===== config.mk =====
export PLATFORM = sky130hd
export DESIGN_NAME = led_sink_error_capture
export DESIGN_NICKNAME = d
export VERILOG_FILES = /design/src/hw/led_sink_pkg.sv /design/src/hw/channel_check.sv /design/src/hw/led_sink_error_capture.sv
export VERILOG_INCLUDE_DIRS = /design/src /design/src/hw
export SDC_FILE = /design/constraint.sdc
export NUM_CORES = 1
export LEC_CHECK = 0
export BUFFER_PORTS_ARGS = -buffer_cell sky130_fd_sc_hd__buf_2
export CORE_MARGIN = 2
export CORE_UTILIZATION = 45
export DETAILED_ROUTE_END_ITERATION = 10
export PLACE_DENSITY_LB_ADDON = 0.15
export SLEW_MARGIN = 20
export SYNTH_ARGS = -nofsm -noshare
export SYNTH_HDL_FRONTEND = slang
export SYNTH_HIERARCHICAL = 1
export SYNTH_SLANG_ARGS = --single-unit

===== constraint.sdc =====
create_clock -name i_clk -period 1.9 [get_ports i_clk]
set_input_delay 0.095 -clock i_clk [delete_from_list [all_inputs] [get_ports i_clk]]
set_output_delay 0.095 -clock i_clk [all_outputs]
set_load 0.01 [all_outputs]

===== src/hw/led_sink_cfg.svh =====
`ifndef LED_SINK_CFG_SVH
`define LED_SINK_CFG_SVH

// Channel count and shift register geometry
`define LSC_CH 8
`define LSC_MSB 7
`define LSC_NEXT_MSB 6

// Clock period and documented pulse widths
`define LSC_CLK_NS 10
`define LSC_GATE_MIN_NS 120
`define LSC_LOAD_MIN_NS 200

// Least times rounded up to whole cycles
`define LSC_GATE_MIN_CYC ((`LSC_GATE_MIN_NS + `LSC_CLK_NS - 1) / `LSC_CLK_NS)
`define LSC_LOAD_MIN_CYC ((`LSC_LOAD_MIN_NS + `LSC_CLK_NS - 1) / `LSC_CLK_NS)

// Output gate pulse counter
`define LSC_CNT_W 5
`define LSC_CNT_ONE 5'h01
`define LSC_CNT_ZERO 5'h00
`define LSC_CNT_MAX 5'h1f

// Reset values
`define LSC_SR_RST 8'h00
`define LSC_LATCH_RST 8'h00
`define LSC_SINK_RST 8'h00

`endif


===== src/hw/led_sink_pkg.sv =====
`include "led_sink_cfg.svh"

package led_sink_pkg;

    typedef logic [`LSC_MSB:0] chan_vec_t;

    typedef logic [`LSC_CNT_W-1:0] gate_cnt_t;

    typedef enum logic {
        PH_IDLE,
        PH_CHECK
    } phase_t;

    typedef struct packed {
        chan_vec_t open_fault;
        chan_vec_t short_fault;
    } fault_t;

    typedef struct packed {
        logic serial_clk;
        logic serial_in;
        logic latch_load_n;
        logic out_gate_n;
    } pins_t;

    typedef struct packed {
        phase_t phase;
        logic sclk_prev;
        logic load_prev;
        gate_cnt_t gate_cnt;
        chan_vec_t sr;
        chan_vec_t latch;
        chan_vec_t sink;
        logic serial_out;
    } state_t;

endpackage


===== src/hw/channel_check.sv =====
`timescale 1ns/1ps

module channel_check (
    input wire logic i_lit,
    input wire logic i_bit,
    input wire logic i_open_fault,
    input wire logic i_short_fault,
    input wire logic i_open_en,
    input wire logic i_short_en,
    output logic o_bit
);

    always_comb begin
        o_bit = i_bit;
        if (i_open_en && i_lit && i_open_fault) begin
            o_bit = 1'b0;
        end else if (i_short_en && !i_lit && i_short_fault) begin
            o_bit = 1'b1;
        end
    end

endmodule


===== src/hw/led_sink_error_capture.sv =====
`timescale 1ns/1ps
`include "led_sink_cfg.svh"

module led_sink_error_capture
    import led_sink_pkg::*;
(
    input wire logic i_clk,
    input wire logic i_rst,
    input wire logic i_serial_clk,
    input wire logic i_serial_in,
    input wire logic i_latch_load_n,
    input wire logic i_out_gate_n,
    input wire logic [`LSC_MSB:0] i_open_fault,
    input wire logic [`LSC_MSB:0] i_short_fault,
    output logic o_serial_out,
    output logic [`LSC_MSB:0] o_sink_on
);

    localparam gate_cnt_t GATE_MIN = gate_cnt_t'(`LSC_GATE_MIN_CYC);

    localparam state_t ST_RST = '{
        phase: PH_IDLE,
        sclk_prev: 1'b0,
        load_prev: 1'b1,
        gate_cnt: `LSC_CNT_ZERO,
        sr: `LSC_SR_RST,
        latch: `LSC_LATCH_RST,
        sink: `LSC_SINK_RST,
        serial_out: 1'b0
    };

    state_t st_q;
    state_t st_d;
    pins_t pins;
    fault_t fault;
    chan_vec_t checked_sr;
    logic sclk_rise;
    logic load_rise;
    logic gate_long;
    logic open_en;
    logic short_en;

    assign pins = '{
        serial_clk: i_serial_clk,
        serial_in: i_serial_in,
        latch_load_n: i_latch_load_n,
        out_gate_n: i_out_gate_n
    };
    assign fault = '{open_fault: i_open_fault, short_fault: i_short_fault};

    assign sclk_rise = pins.serial_clk && !st_q.sclk_prev;
    assign load_rise = pins.latch_load_n && !st_q.load_prev;
    // Gate pulse strictly longer than the documented minimum
    assign gate_long = st_q.gate_cnt > GATE_MIN;
    assign open_en = (st_q.phase == PH_CHECK) && gate_long && !pins.out_gate_n;
    assign short_en = (st_q.phase == PH_CHECK);

    genvar g;
    generate
        for (g = 0; g < `LSC_CH; g = g + 1) begin : g_chan
            channel_check u_check (
                .i_lit(st_q.latch[g]),
                .i_bit(st_q.sr[g]),
                .i_open_fault(fault.open_fault[g]),
                .i_short_fault(fault.short_fault[g]),
                .i_open_en(open_en),
                .i_short_en(short_en),
                .o_bit(checked_sr[g])
            );
        end
    endgenerate

    always_comb begin
        st_d = st_q;
        st_d.sclk_prev = pins.serial_clk;
        st_d.load_prev = pins.latch_load_n;

        // Output gate low time, saturating
        if (pins.out_gate_n) begin
            st_d.gate_cnt = `LSC_CNT_ZERO;
        end else if (st_q.gate_cnt != `LSC_CNT_MAX) begin
            st_d.gate_cnt = st_q.gate_cnt + `LSC_CNT_ONE;
        end

        // Shifting wins over detection and closes the check window
        if (sclk_rise) begin
            st_d.sr = {st_q.sr[`LSC_NEXT_MSB:0], pins.serial_in};
        end else begin
            st_d.sr = checked_sr;
        end
        st_d.serial_out = st_d.sr[`LSC_MSB];

        // Latch is transparent while the load strobe is low
        if (!pins.latch_load_n) begin
            st_d.latch = st_q.sr;
        end

        // Sinks follow the latch, gated by the output enable
        st_d.sink = pins.out_gate_n ? `LSC_SINK_RST : st_q.latch;

        case (st_q.phase)
            PH_IDLE: begin
                if (load_rise && !sclk_rise) begin
                    st_d.phase = PH_CHECK;
                end
            end
            PH_CHECK: begin
                if (sclk_rise || !pins.latch_load_n) begin
                    st_d.phase = PH_IDLE;
                end
            end
            default: begin
                st_d.phase = PH_IDLE;
            end
        endcase
    end

    always_ff @(posedge i_clk) begin
        if (i_rst) begin
            st_q <= ST_RST;
        end else begin
            st_q <= st_d;
        end
    end

    assign o_serial_out = st_q.serial_out;
    assign o_sink_on = st_q.sink;
endmodule


==> metrics.yaml <==
timing:
  finClkSkew_ps: 6.45
  setup_viol: 0
  hold_ws_ps: 17.5
  tns_ps: 0
  post-route-min-period_ps: 1620
  worstMarginPinSlew_ps: 510
  rsz0062_at_grt: "false"
  finalMaxSlewViolations: 0
  fin_crit_sh: 0.855
  hold_violations: 0
  max_freq_mhz: 616
  relSlewSlack: 0.660
  postLayoutSetupSlackWorst_ps: 275
place:
  gp_congestion: 0.805
  dp_slack_ps: 274
  dpl.hpwl_um: 1860
  place.port_buffers: 30
worst_setup_path:
  worst_ep_required_time_ps: 2100
  worst_setup_path_start_kind: "register"
  endpoint_kind: "register"
  crit_type: "reg -> reg"
  path_max_fanout: 8
  critPathArrivalTime_ps: 1820
layout:
  layout_commonest_cell: "dfxtp_1"
  fin_util: 0.531
  seqCellArea_um2: 641
  n_fill_cell: 309
  layout_common_cells: "32 x dfxtp_1, 30 x buf_2, 24 x nand2_1, 12 x nor2_1, 10 x mux2i_1"
  multi_input_area_um2: 641
  antenna_cells: 0
  syn_to_final_growth_pct: 14.1
  drive_above_1_share: 0.295
  nets: 197
yosys:
  yosys.area.top_type: "dfxtp_1"
  syn_nets: 171
  yosysWarnings: 6
  synthCells: 146
  synth_seq_cells: 32
  syn_area_per_cell_um2: 9.57
  synth_area_um2: 1400
  synthTopCellsByArea: "dfxtp_1 46%, mux2i_1 7.2%, nand2_1 6.4%, buf_4 5.9%, a21oi_2 5.0%"
  yosysSeqAreaShare: 0.458
  synth_top_area_share: 0.458
  yosys.cell_types.count: 25
clocking:
  hold_buffers: 0
  root_buffer: "clkbuf_4"
  path_clk_slew_ps: 100
  cts_made_buffers: 5
  post_cts_buffers: 0
  cts_tree: "done"
  clk_path_buf_depth: 2
  cts.sinks: 32
  cts_max_level: 2
  clock_latency_ps: 320
  cts.repair.resized: 0
grt:
  grt_pass1_vias: 927
  grt_max_degree: 22
  busiest_layer: "met2"
  grt_use_met1: 0.183
  grt_use_met3: 0.0455
  antenna_found_initial: 0
  gr-usage-all-layers: 0.162
  gr-total-overflow: 0
  grt_pass1_wl_um: 4140
  grtUsageMet2: 0.267
die:
  core_area_um2: 3000
  initial_core_util: 0.465
  row_count: 20
  pin_count: 31
  fp.dieW_um: 59.7
  die_area_um2: 3570
  die_h_um: 59.7
hold_path:
  hold_path_class: "in -> reg"
outcome:
  status: "finished, final reports clean"
drt:
  initialDrtViolationCount: 23
  wl_um: 2520
  via_per_inst: 5.03
  drc: 0
  drtAntennaViolNets: 0
  first_pass_iters: 4
  num_vias: 1036
  avgRoutedWirePerCell_um: 12.2
power:
  p_per_area_nw_per_um2: 877
  peakVddDrop_mv: 0.442
  p_leak_nw: 0.676
run:
  maxCapViolations: 0
[synth_stat cells, drive strengths merged]
| cell type | n |
|---|---|
| nand2 | 24 |
| o2bb2ai | 8 |
| buf | 13 |
| a21oi | 17 |
| dfxtp | 32 |
| nand4b | 1 |
| a31oi | 1 |
| ha | 3 |
| and3 | 1 |
| and2 | 8 |
| xor2 | 1 |
| nor2 | 13 |
| nand2b | 1 |
| mux2i | 10 |
| nor2b | 4 |
| or2 | 2 |
| xnor2 | 1 |
| nor3b | 1 |
| nor4b | 1 |
| o21ai | 1 |
| inv | 3 |
[power breakdown]
group | switching, mW | total [mW] | internal, mW | leakage, nW
clock network | 0.220 | 0.569 | 0.349 | 0.0515
logic | 0.0620 | 0.120 | 0.0575 | 0.365
registers | 0.0171 | 0.708 | 0.691 | 0.260
[registers in the layout (all words and copies together), names as in the netlist]
signal	cells
st_q	23
o_sink_on	8
short_en	1
[final timing paths]
check	startpoint	endpoint	slack (ps)	cells after the start
worst max register to register	st_q[25]$_SDFFE_PP0P_	st_q[24]$_SDFF_PP0_	280	10
worst max-delay path	st_q[25]$_SDFFE_PP0P_	st_q[24]$_SDFF_PP0_	280	10
worst min-delay path	i_serial_in	st_q[17]$_SDFF_PP0_	20	3
worst min register to register	st_q[20]$_SDFF_PP0_	st_q[21]$_SDFF_PP0_	500	2
[metrics by stage]
stage          cells  area, um2  total power [mW]
6_report         206       1590              1.40
5_1_grt          206       1590              1.46
4_1_cts          206       1590              1.42
3_5_place_dp     198       1500             0.846
3_3_place_gp     198       1500             0.841
2_1_floorplan    146       1400             0.812
[final cells by class]
type | instances | area share
flip-flops and latches | 32 | 0.402
clock inverters | 1 | 0.0188
multi-input cells | 98 | 0.402
well taps | 33 | 0.0259
clock buffers | 7 | 0.0408
repair buffers | 32 | 0.104
inverters | 3 | 0.00706
[cell families after synthesis]
group / after synthesis / share of synthesized area
AO/OA/AOI/OAI: 27 / 0.141
XOR/XNOR: 2 / 0.0125
adder cells (fa/ha/maj): 3 / 0.0269
buffers and inverters: 16 / 0.0833
flip-flops: 32 / 0.458
multiplexers: 10 / 0.0716
AND/OR/NAND/NOR: 56 / 0.207
[routing by layer]
layer	vias up	part of all wire	routed length (um)
met5	-	0	0
met4	0	0.023	57
met3	7	0.043	108
met2	22	0.49	1230
met1	474	0.45	1130
li1	533	-	-
[worst max-delay path, cell delays in order, from the launching register on]
cell	delay, ps
dfxtp_1	370
inv_1	80
ha_1	210
inv_1	60
a31oi_1	80
nor3b_1	190
buf_4	190
nand2_1	60
o2bb2ai_1	110
nand2_1	80
a21oi_2	60
Note: power is estimated with default switching activity, not from simulation.
